[src/afe_ctrl_defs.svh]
// Register offsets, field positions, reset values and fixed constants of the control bank
`ifndef AFE_CTRL_DEFS_SVH
`define AFE_CTRL_DEFS_SVH

// -----------------------------------------------------------------------------
// Register offsets
// -----------------------------------------------------------------------------
`define REG_MODE_CTRL      3'h0
`define REG_CLAMP_DIS      3'h1
`define REG_TEST_A         3'h2
`define REG_TEST_B         3'h3
`define REG_TEST_C         3'h4
`define REG_CLAMP_LVL_CTRL 3'h5
`define REG_CLAMP_TARGET   3'h6
`define REG_COUNT          7
`define REG_LAST_IDX       3'h6

// -----------------------------------------------------------------------------
// Field positions
// -----------------------------------------------------------------------------
`define BIT_PART_SELECT    0
`define FLD_MODE_MSB       2
`define FLD_MODE_LSB       1
`define BIT_EDGE_POL       4
`define BIT_FAST_CLAMP     5
`define BIT_DOUT_OFF       7
`define BIT_LOOP_OFF       6
`define BIT_PROG_TGT_EN    0
`define BIT_TGT_UPDATE     1

// -----------------------------------------------------------------------------
// Reset values
// -----------------------------------------------------------------------------
`define RST_MODE_CTRL      8'h03
`define RST_OTHER          8'h00

// -----------------------------------------------------------------------------
// Serial framing and clamp loop constants
// -----------------------------------------------------------------------------
`define BYTE_LAST_BIT      3'h7
`define FIXED_TARGET       10'h1EC
`define LOOP_SHIFT_NORMAL  4'h4
`define LOOP_SHIFT_FAST    4'h3

`endif

[src/afe_ctrl_pkg.sv]
// Types shared by the imaging front-end control bank
package afe_ctrl_pkg;

  // Operating mode field encoding
  typedef enum logic [1:0] {
    MODE_STANDBY = 2'h0,
    MODE_GAIN_6DB = 2'h1,
    MODE_TEST = 2'h2,
    MODE_GAIN_0DB = 2'h3
  } op_mode_t;

  // Serial receiver states, one-hot
  typedef enum logic [1:0] {
    SER_IDLE = 2'b01,
    SER_SHIFT = 2'b10
  } ser_state_t;

  // Decoded control settings presented to the analog core
  typedef struct packed {
    op_mode_t mode;
    logic output_edge_polarity;
    logic fast_clamp_select;
    logic data_out_off;
    logic black_loop_off;
    logic programmable_target_enable;
  } ctrl_t;

endpackage

[src/imaging_afe_control_registers.sv]
// Serial-loaded control register bank and digital black clamp of the imaging front end
//
// Overview of operation
// - Mode field: standby, 6dB, test, 0dB
// - Bit 4 picks output update clock edge
// - Bit 5 halves black loop time constant
// - Bit 7 tri-states all data outputs
// - Register 1 bit 6 turns clamp off
// - Target fixed 492 unless programmable enabled
// - Update gate passes new level to target
// - Target equals four times level register
// - Input sampled on rising sample clock edge
// - In black window, compare, filter, correct
// - Bytes shifted LSB first, one bit per rising edge
// - Burst starts at 0, latched on strobe
// - Writes accepted only with part select
`timescale 1ns/1ns
`include "afe_ctrl_defs.svh"
module imaging_afe_control_registers (
  // Clock and reset
  input wire logic i_mclk,
  input wire logic i_rst,
  // Serial control port pins
  input wire logic i_serial_clock,
  input wire logic i_serial_load_strobe,
  input wire logic i_serial_data_in,
  // Conversion timing pins
  input wire logic i_sample_clock,
  input wire logic i_black_window_pulse,
  // Converter code from the analog core
  input wire logic [13:0] i_adc_code,
  // Control settings to the analog core
  output afe_ctrl_pkg::ctrl_t o_ctrl,
  output logic [9:0] o_black_target,
  output logic signed [17:0] o_clamp_offset,
  // Data output pins
  output logic [13:0] o_data,
  output logic o_data_oe
);
  import afe_ctrl_pkg::*;

  // ---------------------------------------------------------------------------
  // Pin synchronisers
  // ---------------------------------------------------------------------------
  logic [4:0] pin_level;
  logic [4:0] pin_rise;
  logic [4:0] pin_fall;

  pin_sync #(
    .WIDTH(5)
  ) u_pin_sync (
    .i_mclk(i_mclk),
    .i_rst(i_rst),
    .i_pin({i_black_window_pulse, i_sample_clock, i_serial_data_in,
            !i_serial_load_strobe, i_serial_clock}),
    .o_level(pin_level),
    .o_rise(pin_rise),
    .o_fall(pin_fall)
  );

  logic sck_rise;
  logic sl_level;
  logic sl_rise;
  logic sl_fall;
  logic serial_data_in_level;
  logic smp_rise;
  logic smp_fall;
  logic window_level;

  assign sck_rise = pin_rise[0];
  // Strobe is synchronised inverted: its idle-high level then matches the
  // cleared reset level, so no false strobe edge follows reset
  assign sl_level = !pin_level[1];
  assign sl_rise = pin_fall[1];
  assign sl_fall = pin_rise[1];
  assign serial_data_in_level = pin_level[2];
  assign smp_rise = pin_rise[3];
  assign smp_fall = pin_fall[3];
  assign window_level = pin_level[4];

  // ---------------------------------------------------------------------------
  // Serial receiver
  // ---------------------------------------------------------------------------
  ser_state_t ser_state_q;
  logic [2:0] bit_cnt_q;
  logic [3:0] byte_cnt_q;
  logic [7:0] shift_q;
  logic [7:0] shift_d;
  logic [7:0] stage_q [`REG_COUNT];

  // Next shift value: new bit enters at the top so the first bit ends at bit 0
  assign shift_d = {serial_data_in_level, shift_q[7:1]};

  // Framing: low strobe opens a burst, rising strobe closes it
  always_ff @(posedge i_mclk or posedge i_rst) begin
    if (i_rst) begin
      ser_state_q <= SER_IDLE;
      bit_cnt_q <= 3'h0;
      byte_cnt_q <= 4'h0;
      shift_q <= 8'h00;
    end else begin
      case (ser_state_q)
        SER_IDLE: begin
          if (sl_fall) begin
            ser_state_q <= SER_SHIFT;
            bit_cnt_q <= 3'h0;
            byte_cnt_q <= 4'h0;
          end
        end
        SER_SHIFT: begin
          if (sl_rise) begin
            ser_state_q <= SER_IDLE;
          end else if (sck_rise && !sl_level) begin
            shift_q <= shift_d;
            bit_cnt_q <= bit_cnt_q + 3'h1;
            if (bit_cnt_q == `BYTE_LAST_BIT && byte_cnt_q < 4'(`REG_COUNT)) begin
              byte_cnt_q <= byte_cnt_q + 4'h1;
            end
          end
        end
        default: begin
          ser_state_q <= SER_IDLE;
        end
      endcase
    end
  end

  // Completed bytes are staged by position in the burst
  always_ff @(posedge i_mclk or posedge i_rst) begin
    if (i_rst) begin
      for (int i = 0; i < `REG_COUNT; i++) begin
        stage_q[i] <= `RST_OTHER;
      end
    end else if (ser_state_q == SER_SHIFT && !sl_rise && sck_rise && !sl_level &&
                 bit_cnt_q == `BYTE_LAST_BIT && byte_cnt_q < 4'(`REG_COUNT)) begin
      stage_q[byte_cnt_q[2:0]] <= shift_d;
    end
  end

  // ---------------------------------------------------------------------------
  // Register bank
  // ---------------------------------------------------------------------------
  logic [7:0] regs_q [`REG_COUNT];
  logic commit;

  // Commit only whole bytes of a burst whose first byte carries part select
  assign commit = (ser_state_q == SER_SHIFT) && sl_rise && (byte_cnt_q != 4'h0) &&
                  stage_q[`REG_MODE_CTRL][`BIT_PART_SELECT];

  // Bytes land at consecutive addresses from offset zero; partial byte dropped
  always_ff @(posedge i_mclk or posedge i_rst) begin
    if (i_rst) begin
      for (int i = 0; i < `REG_COUNT; i++) begin
        regs_q[i] <= (i == 0) ? `RST_MODE_CTRL : `RST_OTHER;
      end
    end else if (commit) begin
      for (int i = 0; i < `REG_COUNT; i++) begin
        if (4'(i) < byte_cnt_q) begin
          regs_q[i] <= stage_q[i];
        end
      end
    end
  end

  // Decoded settings straight from register bits
  assign o_ctrl.mode = op_mode_t'(regs_q[`REG_MODE_CTRL][`FLD_MODE_MSB:`FLD_MODE_LSB]);
  assign o_ctrl.output_edge_polarity = regs_q[`REG_MODE_CTRL][`BIT_EDGE_POL];
  assign o_ctrl.fast_clamp_select = regs_q[`REG_MODE_CTRL][`BIT_FAST_CLAMP];
  assign o_ctrl.data_out_off = regs_q[`REG_MODE_CTRL][`BIT_DOUT_OFF];
  assign o_ctrl.black_loop_off = regs_q[`REG_CLAMP_DIS][`BIT_LOOP_OFF];
  assign o_ctrl.programmable_target_enable =
      regs_q[`REG_CLAMP_LVL_CTRL][`BIT_PROG_TGT_EN];

  // ---------------------------------------------------------------------------
  // Black target selection
  // ---------------------------------------------------------------------------
  logic [7:0] level_held_q;
  logic [9:0] target_q;

  // Level follows its register only while the update gate is open
  always_ff @(posedge i_mclk or posedge i_rst) begin
    if (i_rst) begin
      level_held_q <= `RST_OTHER;
    end else if (regs_q[`REG_CLAMP_LVL_CTRL][`BIT_TGT_UPDATE]) begin
      level_held_q <= regs_q[`REG_CLAMP_TARGET];
    end
  end

  // Fixed target or four times the held level
  always_ff @(posedge i_mclk or posedge i_rst) begin
    if (i_rst) begin
      target_q <= `FIXED_TARGET;
    end else if (regs_q[`REG_CLAMP_LVL_CTRL][`BIT_PROG_TGT_EN]) begin
      target_q <= {level_held_q, 2'b00};
    end else begin
      target_q <= `FIXED_TARGET;
    end
  end

  assign o_black_target = target_q;

  // ---------------------------------------------------------------------------
  // Sampling and clamp loop
  // ---------------------------------------------------------------------------
  logic [13:0] sample_q;
  logic sample_new_q;
  logic signed [17:0] acc_q;
  logic signed [17:0] err_ext;
  logic [3:0] loop_shift;
  logic running;

  // Standby halts all conversion work; registers are untouched
  assign running = (o_ctrl.mode != MODE_STANDBY);
  assign loop_shift = o_ctrl.fast_clamp_select ? `LOOP_SHIFT_FAST : `LOOP_SHIFT_NORMAL;
  assign err_ext = $signed({8'h00, target_q}) - $signed({4'h0, sample_q});

  // Capture converter code on rising sample clock
  always_ff @(posedge i_mclk or posedge i_rst) begin
    if (i_rst) begin
      sample_q <= 14'h0000;
      sample_new_q <= 1'b0;
    end else begin
      sample_new_q <= 1'b0;
      if (smp_rise && running) begin
        sample_q <= i_adc_code;
        sample_new_q <= 1'b1;
      end
    end
  end

  // Integrate scaled error during the black window; shift sets time constant
  always_ff @(posedge i_mclk or posedge i_rst) begin
    if (i_rst) begin
      acc_q <= 18'sh00000;
    end else if (o_ctrl.black_loop_off) begin
      acc_q <= 18'sh00000;
    end else if (sample_new_q && window_level && running) begin
      acc_q <= acc_q + (err_ext >>> loop_shift);
    end
  end

  assign o_clamp_offset = acc_q;

  // ---------------------------------------------------------------------------
  // Data outputs
  // ---------------------------------------------------------------------------
  logic [13:0] data_q;
  logic oe_q;
  logic update_edge;

  // Selected sample clock edge moves the outputs
  assign update_edge = o_ctrl.output_edge_polarity ? smp_fall : smp_rise;

  always_ff @(posedge i_mclk or posedge i_rst) begin
    if (i_rst) begin
      data_q <= 14'h0000;
    end else if (update_edge && running) begin
      data_q <= (o_ctrl.mode == MODE_TEST) ? {4'h0, target_q} : sample_q;
    end
  end

  // Output enable drops while the disable bit is set
  always_ff @(posedge i_mclk or posedge i_rst) begin
    if (i_rst) begin
      oe_q <= 1'b1;
    end else begin
      oe_q <= !regs_q[`REG_MODE_CTRL][`BIT_DOUT_OFF];
    end
  end

  assign o_data = data_q;
  assign o_data_oe = oe_q;

endmodule

[src/pin_sync.sv]
// Three-stage pin synchroniser with agreement filter and edge pulses
`timescale 1ns/1ns
module pin_sync #(
  parameter int WIDTH = 1
) (
  // Clock and reset
  input wire logic i_mclk,
  input wire logic i_rst,
  // Raw pins
  input wire logic [WIDTH-1:0] i_pin,
  // Filtered level and edges
  output logic [WIDTH-1:0] o_level,
  output logic [WIDTH-1:0] o_rise,
  output logic [WIDTH-1:0] o_fall
);

  logic [WIDTH-1:0] s1_q;
  logic [WIDTH-1:0] s2_q;
  logic [WIDTH-1:0] s3_q;
  logic [WIDTH-1:0] level_q;
  logic [WIDTH-1:0] rise_q;
  logic [WIDTH-1:0] fall_q;

  // Synchroniser chain; only s2 reads s1
  always_ff @(posedge i_mclk or posedge i_rst) begin
    if (i_rst) begin
      s1_q <= '0;
      s2_q <= '0;
      s3_q <= '0;
    end else begin
      s1_q <= i_pin;
      s2_q <= s1_q;
      s3_q <= s2_q;
    end
  end

  // Level moves only when second and third stages agree
  always_ff @(posedge i_mclk or posedge i_rst) begin
    if (i_rst) begin
      level_q <= '0;
      rise_q <= '0;
      fall_q <= '0;
    end else begin
      for (int i = 0; i < WIDTH; i++) begin
        rise_q[i] <= (s2_q[i] == s3_q[i]) && s3_q[i] && !level_q[i];
        fall_q[i] <= (s2_q[i] == s3_q[i]) && !s3_q[i] && level_q[i];
        if (s2_q[i] == s3_q[i]) begin
          level_q[i] <= s3_q[i];
        end
      end
    end
  end

  assign o_level = level_q;
  assign o_rise = rise_q;
  assign o_fall = fall_q;

endmodule
[config.mk]
export PLATFORM = sky130hd
export DESIGN_NAME = imaging_afe_control_registers
export DESIGN_NICKNAME = d
export VERILOG_FILES = /design/src/afe_ctrl_pkg.sv /design/src/imaging_afe_control_registers.sv /design/src/pin_sync.sv
export VERILOG_INCLUDE_DIRS = /design/src
export SDC_FILE = /design/constraint.sdc
export NUM_CORES = 1
export LEC_CHECK = 0
export BUFFER_PORTS_ARGS = -buffer_cell sky130_fd_sc_hd__buf_2
export CAP_MARGIN = 0
export CORE_MARGIN = 5
export CORE_UTILIZATION = 60
export CTS_CLUSTER_SIZE = 25
export DETAILED_ROUTE_END_ITERATION = 8
export PLACE_DENSITY = 0.88
export SYNTH_ARGS = -nofsm -noshare
export SYNTH_HDL_FRONTEND = slang
export SYNTH_SLANG_ARGS = --single-unit
[constraint.sdc]
create_clock -name i_mclk -period 9.3 [get_ports i_mclk]
set_input_delay 0.465 -clock i_mclk [delete_from_list [all_inputs] [get_ports i_mclk]]
set_output_delay 0.465 -clock i_mclk [all_outputs]
set_load 0.01 [all_outputs]
# ---- Word-level counts from Yosys, hierarchy flattened
# Cells that the tools add are included.
dict set report totals {
  ram_bits 0
  reg_bits 192
  in_bits 21
  output_inout_bits 50
  n_memories 0
  mem_bits_ro 0
  latch_bits 0
  wordCells 136
}
dict set report classes {
  bitwise 2
  mux 22
  shift 1
  div_mod_pow 0
  reduce_logical 54
  n_lt_le_gt_ge 7
  addsub 4
  mul 0
  eq_ne 14
}
# op n
set op_table {}
lappend op_table {{bitwise mux 56 bit} 1}
lappend op_table {{2-to-1 mux 18 bit} 2}
lappend op_table {{logical AND 1 bit} 31}
lappend op_table {{demux 8 bit (select 3 bit)} 1}
lappend op_table {{adder 18 bit} 1}
lappend op_table {{>>> shifter 15 x 3 -> 18 bit} 1}
lappend op_table {{2-to-1 mux 4 bit} 4}
lappend op_table {{subtractor 10 x 14 -> 15 bit} 1}
lappend op_table {{2-to-1 mux 14 bit} 1}
lappend op_table {{2-to-1 mux 3 bit} 4}
lappend op_table {{zero test 1 bit} 11}
lappend op_table {{2-to-1 mux 10 bit} 1}
lappend op_table {{AND reduction 2 bit} 5}
lappend op_table {{< comparator 1 x 4 -> 1 bit, first input constant} 2}
lappend op_table {{< comparator 3 x 4 -> 1 bit, first input constant} 2}
lappend op_table {{2-to-1 mux 8 bit} 1}
lappend op_table {{case mux 4 bit (2 select lines)} 1}
lappend op_table {{inequality test 2 bit, second input constant} 3}
lappend op_table {{case mux 3 bit (2 select lines)} 1}
lappend op_table {{nonzero test 2 bit} 3}
lappend op_table {{== test 1 bit} 5}
lappend op_table {{AND reduction 5 bit} 1}
lappend op_table {{adder 4 x 1 -> 4 bit, second input constant} 1}
lappend op_table {{== test 2 bit, second input constant} 2}
lappend op_table {{other kinds (15)} 18}

# ---- Depth between registers and ports, before layout
# Gate-level depths: netlist of the first run.
dict set report depth {
  ltp_word 6
  ltp_mapped 18
  mapped_depth_nobuf 17
}

# ---- Hierarchy
# Synthesis of the first run repeated with hierarchy kept, for this count alone.
dict set report unflattened {
  hier_cells 613
  area_unflattened_um2 6944.2
}
# mod cells_each instances area_per_inst_um2
set modules_own_cells {}
lappend modules_own_cells {imaging_afe_control_registers 547 1 5889.4}
lappend modules_own_cells {pin_sync 66 1 1054.8}

# ---- Worst setup path before layout of the first run
# No wires, ideal clock.
dict set report synth_timing {
  kind {register to register}
  startpoint {register target_q[3] (netlist: o_black_target[3])}
  endpoint {register acc_q[17] (netlist: o_clamp_offset[17])}
  t_arrival_ns 3.998
  path_buffers 1
  t_required_ns 9.172
  period_less_slack_ns 4.125
  setup_slack_ns 5.175
  stages_incl_launch_ff 17
  path_cell_list {dfstp_2 > ha_1 > and4bb_2 > o21ai_0 > a21oi_1 > or2_2 > clkbuf_1 > a211oi_1 > o21ai_0 > o311a_1 > ha_1 > a21o_1 > a31oi_1 > o21ai_0 > o22ai_1 > mux2i_1 > mux2_1}
}
dict set report synth_via {
  elab_chain_len 5
}
# element line_no
set synth_rtl {}
lappend synth_rtl {{start, declared} imaging_afe_control_registers.sv:178} ;# logic [9:0] target_q;
lappend synth_rtl {{start signal, assigned} imaging_afe_control_registers.sv:192} ;# target_q <= `FIXED_TARGET;
lappend synth_rtl {{start signal, assigned} imaging_afe_control_registers.sv:194} ;# target_q <= {level_held_q, 2'b00};
lappend synth_rtl {{start signal, assigned} imaging_afe_control_registers.sv:196} ;# target_q <= `FIXED_TARGET;
lappend synth_rtl {{subtractor 10 x 14 -> 15 bit} imaging_afe_control_registers.sv:215} ;# assign err_ext = $signed({8'h00, target_q}) - $signed({4'h0, sample_q});
lappend synth_rtl {{>>> shifter 15 x 3 -> 18 bit} imaging_afe_control_registers.sv:238} ;# acc_q <= acc_q + (err_ext >>> loop_shift);
lappend synth_rtl {{adder 18 bit} imaging_afe_control_registers.sv:238}
lappend synth_rtl {{2-to-1 mux 18 bit} imaging_afe_control_registers.sv:237} ;# end else if (sample_new_q && window_level && running) begin
lappend synth_rtl {{2-to-1 mux 18 bit} imaging_afe_control_registers.sv:235} ;# end else if (o_ctrl.black_loop_off) begin
lappend synth_rtl {{end signal, assigned} imaging_afe_control_registers.sv:238}
lappend synth_rtl {{end, declared} imaging_afe_control_registers.sv:207} ;# logic signed [17:0] acc_q;
# Every way passes these cells. The select of a mux whose other input is x is not followed.
# A chain may end at the register's enable or synchronous reset.

# ---- Final worst setup path of the first run
dict set report layout_timing {
  startpoint {register target_q[8] (netlist: o_black_target[8])}
  endpoint {register acc_q[17] (netlist: o_clamp_offset[17])}
}
# The elaborated chain is that of the path after synthesis.

==> metrics.cfg, run 1 <==
[critical_path]
crit_chain = ha_1, and2_1, a311oi_1, a31o_2, a21o_1, nor2_1, o22ai_1, a21oi_1, ha_1, nand4_1, or3_1, o21ai_0, o22ai_1, mux2i_1, mux2_1
path_class = flip-flop to flip-flop
worst_r2r_path_depth = 15
r2r_end = o_clamp_offset[17]$_DFFE_PP0P_
crit_family = compound AO/OA/AOI/OAI gates
end_kind = flip-flop
crit_end = o_clamp_offset[17]$_DFFE_PP0P_
start_kind = flip-flop
worst_r2r_startpoint = o_black_target[8]$_DFF_PP1_
reg2reg_slack_ns = 4.78
critical_path_peak_fanout = 7
cp.required_ns = 9.73
cp_num_cells = 15
crit_path_max_incr_delay_ns = 0.55
arrival_ns = 4.95
crit_slowest_cell = dfstp_2
startpoint = o_black_target[8]$_DFF_PP1_
cp_num_buf_inv = 0

[sta]
min_period_over_period_pct = 48.58
fin_ws_ns = 4.782
rsz0062_at_grt = no
hold_viol = 0
drv_slew = 0
fin_crit_ns = 4.518
setup_tns_ns = 0
fin_skew_ns = 0.01527
worst_pin_slew_ns = 1.216
setup-violations-final = 0
relSlewSlack_pct = 18.17
fmax_mhz = 221.3

[layout]
nets = 746
areaGrowthSynthToFinish_pct = 15.35
final_util_pct = 70.88
drive_above_1_share_pct = 25.57
nFillCells = 739
diodes = 0

[synthesis]
yosysTopAreaCell = dfrtp_1
synth_area_leaders = dfrtp_1 48%, mux2_2 9.3%, ha_1 6.9%
synth_top_area_share_pct = 48.25
synth_area_um2 = 6690
netlist_instances = 622
synth_edf_count = 0
ys_seq_area_share_pct = 51.79
netlist-cell-type-count = 61
synth_warnings = 0
avgSynthCellArea_um2 = 10.76
ys_ff_latch = 138
synth_ff_type = dfrtp_1
synth.most_common_cell = dfrtp_1
async_flop_share_pct = 100.0
synth_common_cells = 129 x dfrtp_1, 76 x nand2_1, 55 x mux2_2

[clocking]
cts_buffer_depth = 2
clk_latency_ns = 0.55
cts.sink_count = 138
cts_tree = yes
cts-root-buf = clkbuf_8
h-tree-depth = 4
cts_inserted_buffers = 17
clkTransAtPathRegs_ns = 0.07

[floorplanning]
rows = 38
dieArea_um2 = 13360
coreArea_um2 = 10890
start_util_pct = 61.45
fp.dieW_um = 115.6
die_y_um = 115.6
io_pins = 71

[global_routing]
grt_max_degree = 78
grt_first_pass_wirelength_mm = 25.41
grt_overflow_total = 0
grt_pass1_vias = 5044
groute.usage.overall_pct = 24.44
antenna_found_initial = 0

[detailed_routing]
drt_iter0_drc = 548
via_per_inst = 5.948
ant_nets = 0
drc_errors = 0
drt_first_pass_iters = 5
routedWlPerCell_um = 18.47
routed-via-count = 4996
routed_wirelength_mm = 15.52

[place]
gp_congestion = 0.9398
dp_hpwl_mm = 10.47
preCtsSetupSlack_ns = 4.888
port_buffers = 68

[job]
drv_cap = 0

[worst_hold_path]
hold_class = primary input to flip-flop

[pwr]
p_leak_nw = 3.899
peakVddDrop_mv = 0.1468
powerDensity_nw_per_um2 = 179.1

[run_status]
status = finished clean

==> registers in the layout (all words and copies together), names as in the netlist <==
register and count:
sample_q 14, u_pin_sync.o_fall 2, sample_new_q 1, shift_q 7, regs_q 9, ser_state_q 2
u_pin_sync.s1_q 5, stage_q 17, u_pin_sync.s3_q 5, o_clamp_offset 18, u_pin_sync.s2_q 5, bit_cnt_q 3
o_ctrl 7, o_black_target 8, o_data 14, level_held_q 8, u_pin_sync.o_rise 3, o_data_oe 1
u_pin_sync.o_level 5, byte_cnt_q 4
==> worst reg2reg max path, cell delays in order, from the launching register on <==
cell and delay, ns:
dfstp_2 0.55, ha_1 0.31, and2_1 0.21, a311oi_1 0.47, a31o_2 0.29, a21o_1 0.21, nor2_1 0.09, o22ai_1 0.17
a21oi_1 0.06, ha_1 0.39, nand4_1 0.16, or3_1 0.38, o21ai_0 0.38, o22ai_1 0.19, mux2i_1 0.21, mux2_1 0.35
==> metal layers <==
| layer | share of wire, % | track usage, % | vias up |
|---|---|---|---|
| li1 | - | - | 2300 |
| met1 | 39 | 29.36 | 2488 |
| met2 | 53 | 43.21 | 169 |
| met3 | 5.6 | 5.640 | 39 |
| met4 | 2.3 | 8.607 | 0 |
| met5 | 0 | 0 | - |
==> metrics by stage <==
| stage | hold slack [ns] | instances | total power, mW | area, um^2 |
|---|---|---|---|---|
| 2_1_floorplan | 0.3312 | 623 | 0.6800 | 6694 |
| 3_3_place_gp | 0.3334 | 807 | 0.6952 | 7104 |
| 3_5_place_dp | 0.3347 | 807 | 0.7000 | 7104 |
| 4_1_cts | 0.01032 | 840 | 1.389 | 7717 |
| 5_1_grt | 0.007793 | 840 | 1.427 | 7717 |
| 6_report | 0.02914 | 840 | 1.382 | 7717 |
==> kinds of logic after synthesis <==
kind of cell	Yosys count	share of synthesized area, %
simple gates	186	13.43
flops	138	51.79
compound gates	125	11.74
buf+inv	60	3.890
mux	59	9.875
fa+ha+maj	40	7.518
xor+xnor	13	1.702
other cells	1	0.05605
==> placed cells by master (no fill, tap or decap), types with 5 or more instances in the layout <==
cell and n:
mux2_2 55, a21oi_1 44, o21ai_0 25, nor2b_1 11, inv_6 5, a21o_1 8
clkbuf_16 16, xnor2_1 8, and2_1 5, ha_1 37, buf_2 68, a22o_1 8
nor3_1 9, nor2_1 34, nand4_1 6, a31oi_1 10, nand2b_1 7, dfrtp_1 129
dfstp_2 9, nand2_1 76, nand3_1 13, inv_1 29, xor2_1 5
==> worst min-delay path by stage <==
stage | from | endpoint | cells after the start
2_1_floorplan | u_pin_sync.s1_q[0]$_DFF_PP0_ | u_pin_sync.s2_q[0]$_DFF_PP0_ | 0
3_3_place_gp | u_pin_sync.s1_q[0]$_DFF_PP0_ | u_pin_sync.s2_q[0]$_DFF_PP0_ | 0
3_5_place_dp | u_pin_sync.s1_q[3]$_DFF_PP0_ | u_pin_sync.s2_q[3]$_DFF_PP0_ | 0
5_1_grt | i_sample_clock | u_pin_sync.s1_q[3]$_DFF_PP0_ | 1
4_1_cts | i_serial_clock | u_pin_sync.s1_q[0]$_DFF_PP0_ | 1
6_report | i_sample_clock | u_pin_sync.s1_q[3]$_DFF_PP0_ | 1
==> cell type report <==
class,instances,area (um^2),share of cell area (%)
clock buffers,17,414.1,5.366
clock inverters,15,188.9,2.448
inverters,32,125.1,1.621
multi-input cells,425,2969,38.47
flip-flops and latches,138,3465,44.89
well taps,140,175.2,2.270
repair buffers,73,380.4,4.929
==> power by group <==
part           leakage, nW  switching [mW]  internal, mW  total (mW)
registers             1.82         0.00945         0.613       0.622
logic                 1.80          0.0431        0.0264      0.0695
clock network        0.284           0.277         0.414       0.691
==> timing repair <==
action	in CTS	in global routing
hold buffers	1	0
gates resized for setup	0	0
hold endpoints to repair	26	0
buffers inserted	0	0
Power figures use the tool's default switching activity.
==> inputs of run 2 (changes only) <==
CORE_UTILIZATION = 59   (was 60)
PLACE_DENSITY = 0.87   (was 0.88)
clock period = 4.5 ns   (was 9.3 ns; I/O delays follow)
==> run 2 against run 1 <==
  * The run now ends with hold timing left
  * Non-clock buffer count is 5 higher
  * Flip-flop and latch count stayed put
  * Sequential power is 110% higher
  * Core utilization is 0.16 points lower
  * Critical path depth is 2 higher
  * Clock power is 98% higher
  * Maximum frequency is 6.1% higher
  * Routed wire length is 7.8% lower
  * Final cell count is 0.48% higher
  * Die area is 1.5% higher
  * Critical path type unchanged
  * Largest power group unchanged
  * Highest routed layer unchanged
==> metrics.cfg, run 2 (synthesized netlist as in run 1, its figures left out) <==
[detailed_routing]
drc_errors = 0
routed_wirelength_mm = 14.31
drt_first_pass_iters = 5
ant_nets = 0
via_per_inst = 5.763
drt_iter0_drc = 449
routed-via-count = 4864
routedWlPerCell_um = 16.96

[job]
drv_cap = 0

[clocking]
clk_latency_ns = 0.42
clkTransAtPathRegs_ns = 0.06
cts_tree = yes
cts_inserted_buffers = 17
h-tree-depth = 4
cts-root-buf = clkbuf_16
cts_setup_buffers = 0
cts_buffer_depth = 2
cts.sink_count = 138

[critical_path]
critical_path_peak_fanout = 8
reg2reg_slack_ns = 0.24
end_kind = flip-flop
worst_r2r_startpoint = sample_q[5]$_DFFE_PP0P_
arrival_ns = 4.56
cp.required_ns = 4.80
r2r_end = o_clamp_offset[17]$_DFFE_PP0P_
worst_r2r_path_depth = 17
path_class = flip-flop to flip-flop
start_kind = flip-flop

[pwr]
powerDensity_nw_per_um2 = 359.9
peakVddDrop_mv = 0.3283
p_leak_nw = 3.921
finalPower_mw = 2.796

[global_routing]
grt_overflow_total = 0
groute.usage.overall_pct = 22.47
grt_pass1_vias = 4923
grt_first_pass_wirelength_mm = 23.70
antenna_found_initial = 0
grt_max_degree = 100

[sta]
relSlewSlack_pct = 11.93
hold_viol = 11
setup-violations-final = 0
rsz0062_at_grt = no
fin_skew_ns = 0.005688
min_period_over_period_pct = 94.63
worst_pin_slew_ns = 1.309
fin_crit_ns = 4.259
fin_ws_ns = 0.2415
setup_tns_ns = 0
drv_slew = 0
fmax_mhz = 234.8
holdWs_ns = -0.03009

[floorplanning]
coreArea_um2 = 10980
dieArea_um2 = 13570
start_util_pct = 60.91
die_y_um = 116.5
fp.dieW_um = 116.5
io_pins = 71
rows = 38

[layout]
nFillCells = 751
areaGrowthSynthToFinish_pct = 16.10
layout.cells.non_filler = 844
multi_input_area_um2 = 2985
largest_register_ffs = 18
layout_commonest_cell = dfrtp_1
diodes = 0
seqCellArea_um2 = 3465
drive_above_1_share_pct = 25.71
layout_common_cells = 129 x dfrtp_1, 76 x nand2_1, 68 x buf_2
nets = 751

[run_status]
status = finished, violations left
violations = hold timing

[worst_hold_path]
hold_class = primary input to asynchronous set/reset pin

[place]
gp_congestion = 0.9076
port_buffers = 68
dp_hpwl_mm = 10.09
dp_cells = 808
preCtsSetupSlack_ns = 0.1209

[run 2: changes by cell type in the layout (fill, tap and decap cells not counted), sizes merged]
| cell | delta |
|---|---|
| clkinvlp | -1 |
| dlygate4sd3 | +4 |
| buf | +1 |
| clkinv | +2 |
| inv | -5 |
| clkbuf | +4 |
| bufinv | -1 |
[run 2: cell type report]
cell class / count / share of cell area [%]
flip-flops and latches: 138 / 44.60
multi-input cells: 425 / 38.43
clock buffers: 21 / 6.057
repair buffers: 78 / 5.509
well taps: 140 / 2.255
inverters: 32 / 1.611
clock inverters: 10 / 1.530
[run 2: layer usage]
metal  track usage, %  up-vias  share of wire, %
met5                0        -                 0
met3            4.249       29               5.5
met4            9.281        0               2.1
met1            28.38     2361                41
met2            38.14      150                51
li1                 -     2324                 -
[run 2: report_power, final]
part           switching (mW)  internal (mW)  leakage [nW]
Sequential             0.0190           1.27          1.82
Combinational          0.0861         0.0578          1.82
Clock                   0.510          0.856         0.281
[run 2: how the worst max path moves through the flow]
stage          slack (ns)                         from                              to
3_5_place_dp         0.12  o_black_target[7]$_DFF_PP1_  o_clamp_offset[17]$_DFFE_PP0P_
3_3_place_gp         0.25  o_black_target[7]$_DFF_PP1_  o_clamp_offset[17]$_DFFE_PP0P_
6_report             0.24      sample_q[5]$_DFFE_PP0P_  o_clamp_offset[17]$_DFFE_PP0P_
5_1_grt              0.02      sample_q[5]$_DFFE_PP0P_  o_clamp_offset[17]$_DFFE_PP0P_
4_1_cts              0.11  o_black_target[7]$_DFF_PP1_  o_clamp_offset[17]$_DFFE_PP0P_
2_1_floorplan        0.37  o_black_target[3]$_DFF_PP1_  o_clamp_offset[17]$_DFFE_PP0P_
[run 2: repair_timing]
item                       4_1_cts  5_1_grt
gates resized for setup          0        5
hold endpoints to repair         5        0
hold buffers                     5        0
setup endpoints to repair        0        3
[run 2: worst max-delay path, stage by stage (launching register included)]
cell	delay [ns]
dfrtp_1	0.36
inv_1	0.06
ha_1	0.41
a21oi_1	0.09
nand4b_1	0.26
a31o_2	0.32
a21o_1	0.22
or3_4	0.37
nor2_4	0.14
a31oi_1	0.06
ha_1	0.38
nand4_1	0.17
nor2_1	0.07
nor4_1	0.34
o21ai_2	0.13
o22ai_1	0.20
mux2i_1	0.23
mux2_1	0.34
[run 2: metrics by stage]
step                      area (um^2)  util [%]
final                            7767     70.72
after global routing             7767     70.72
after CTS                        7751     70.57
after detailed placement         7112     64.75
after global placement           7112     64.75
after floorplan                  6694         -
==> inputs of run 3 (changes only) <==
BUFFER_PORTS_ARGS = -buffer_cell sky130_fd_sc_hd__buf_4   (was -buffer_cell sky130_fd_sc_hd__buf_2)
==> run 3 against run 2 <==
  * The flow still finishes with violations (hold timing)
  * Core utilization up 1.4 points
  * Power decreased by 3.1%
  * Sequential share of layout area is 0.84 points lower
  * First-iteration DRC count down 4.9%
  * Maximum frequency is 1.8% lower
  * Critical path type unchanged
  * Clock power decreased by 7%
  * Worst hold slack improved by 0.015 ns
  * Routed wire length rose by 5.2%
  * Worst setup slack got worse by 0.078 ns
  * Critical path depth shrank 1
  * Clock skew grew 0.00072 ns
  * Highest routed layer unchanged
  * Global-route usage up 1.4 points
==> metrics.cfg, run 3 (synthesized netlist as in run 1, its figures left out) <==
[run_status]
status = finished, violations left
violations = hold timing

[layout]
final_util_pct = 72.08
diodes = 0
drive_above_1_share_pct = 26.06
nets = 752
layout_commonest_cell = dfrtp_1
layout_common_cells = 129 x dfrtp_1, 76 x nand2_1, 74 x buf_4
largest_register_ffs = 18
design_area_um2 = 7916
areaGrowthSynthToFinish_pct = 18.33

[global_routing]
grt_max_degree = 102
grt_overflow_total = 0
gr-usage-met2_pct = 41.08
grt_first_pass_wirelength_mm = 24.76
grt_busiest_layer = met2
antenna_found_initial = 0
groute.usage.overall_pct = 23.87
use_met1_pct = 27.91
grtUsageMet3_pct = 6.528
grt_pass1_vias = 5197

[detailed_routing]
routed-via-count = 4962
routedWlPerCell_um = 17.80
drt_first_pass_iters = 4
ant_nets = 0
drt_iter0_drc = 427
routed_wirelength_mm = 15.06
via_per_inst = 5.865
drc_errors = 0

[clocking]
h-tree-depth = 4
clkTransAtPathRegs_ns = 0.06
cts_inserted_buffers = 17
cts-root-buf = clkbuf_16
clk_latency_ns = 0.42
cts_tree = yes
cts_setup_buffers = 0
cts_buffer_depth = 2
cts.sink_count = 138

[critical_path]
end_kind = flip-flop
critical_path_peak_fanout = 4
worst_r2r_path_depth = 16
crit_slowest_cell = dfstp_2
cp_num_buf_inv = 1
cp.required_ns = 4.81
cp_num_cells = 16
crit_chain = ha_1, and4bb_2, o21ai_0, buf_4, nand2b_1, a211oi_1, or3_1, o21ai_0, ha_1, a21oi_1, a21oi_1, o21ai_1, nand4_1, a311oi_2, xnor2_1, a22o_1
arrival_ns = 4.65
crit_path_max_incr_delay_ns = 0.56
reg2reg_slack_ns = 0.16
crit_family = compound AO/OA/AOI/OAI gates
start_kind = flip-flop
path_class = flip-flop to flip-flop
r2r_end = o_clamp_offset[16]$_DFFE_PP0P_
worst_r2r_startpoint = o_black_target[3]$_DFF_PP1_

[sta]
setup-violations-final = 0
fin_crit_ns = 4.337
relSlewSlack_pct = 20.71
drv_slew = 0
min_period_over_period_pct = 96.37
worst_pin_slew_ns = 1.180
rsz0062_at_grt = no
hold_viol = 11
setup_tns_ns = 0
holdWs_ns = -0.01475
fin_skew_ns = 0.006404
fmax_mhz = 230.6

[pwr]
powerDensity_nw_per_um2 = 342.1
finalPower_mw = 2.708
peakVddDrop_mv = 0.3556
p_leak_nw = 3.919

[place]
dp_hpwl_mm = 10.56
port_buffers = 68
gp_congestion = 0.9448
placed_area_um2 = 7289

[floorplanning]
dieArea_um2 = 13570
fp.dieW_um = 116.5
start_util_pct = 60.91
coreArea_um2 = 10980
rows = 38
die_y_um = 116.5
io_pins = 71

[worst_hold_path]
hold_class = primary input to asynchronous set/reset pin

[job]
drv_cap = 0

run 3: layout make-up:
type / count / area [um^2]
Tap cell: 140 / 175.2
Timing Repair Buffer: 79 / 605.6
Fill cell: 713 / 3067
Clock buffer: 23 / 478.0
Multi-Input combinational cell: 425 / 3000
Clock inverter: 9 / 67.56
Sequential cell: 138 / 3465
Inverter: 32 / 125.1
run 3: per-stage QoR:
step	worst slack, ns	instances
after CTS	0.03362	846
final	0.1633	846
after detailed placement	0.07123	809
after global placement	0.2689	809
after global routing	0.004122	846
after floorplan	0.3745	623
run 3: metal layers:
layer,vias up,wire length (um),share of wire (%)
li1,2325,-,-
met1,2445,6009,40
met2,153,7769,52
met3,39,890,5.9
met4,0,391,2.6
met5,-,0,0
run 3: worst max path at each step:
stage | start | end | slack, ns
after floorplan | o_black_target[3]$_DFF_PP1_ | o_clamp_offset[17]$_DFFE_PP0P_ | 0.37
after global routing | o_black_target[3]$_DFF_PP1_ | o_clamp_offset[16]$_DFFE_PP0P_ | 0.004
final | o_black_target[3]$_DFF_PP1_ | o_clamp_offset[16]$_DFFE_PP0P_ | 0.16
after global placement | o_black_target[7]$_DFF_PP1_ | o_clamp_offset[17]$_DFFE_PP0P_ | 0.27
after CTS | o_black_target[8]$_DFF_PP1_ | o_clamp_offset[17]$_DFFE_PP0P_ | 0.03
after detailed placement | o_black_target[8]$_DFF_PP1_ | o_clamp_offset[17]$_DFFE_PP0P_ | 0.07
run 3: worst register-to-register path, stage by stage, from the launching register on:
cell and delay, ns:
dfstp_2 0.56, ha_1 0.27, and4bb_2 0.28, o21ai_0 0.23, buf_4 0.17, nand2b_1 0.06
a211oi_1 0.42, or3_1 0.17, o21ai_0 0.17, ha_1 0.38, a21oi_1 0.28, a21oi_1 0.14
o21ai_1 0.28, nand4_1 0.22, a311oi_2 0.31, xnor2_1 0.10, a22o_1 0.17
run 3: power by group:
group / switching, mW / internal [mW] / leakage, nW / total [mW]
Clock: 0.523 / 0.747 / 0.248 / 1.27
Combinational: 0.0897 / 0.0633 / 1.85 / 0.153
Sequential: 0.0190 / 1.27 / 1.82 / 1.29
run 3: repair_timing:
action | 4_1_cts | 5_1_grt
resized for setup | 0 | 8
hold endpoints to repair | 5 | 0
hold buffers | 5 | 0
endpoints found under the setup margin | 0 | 7
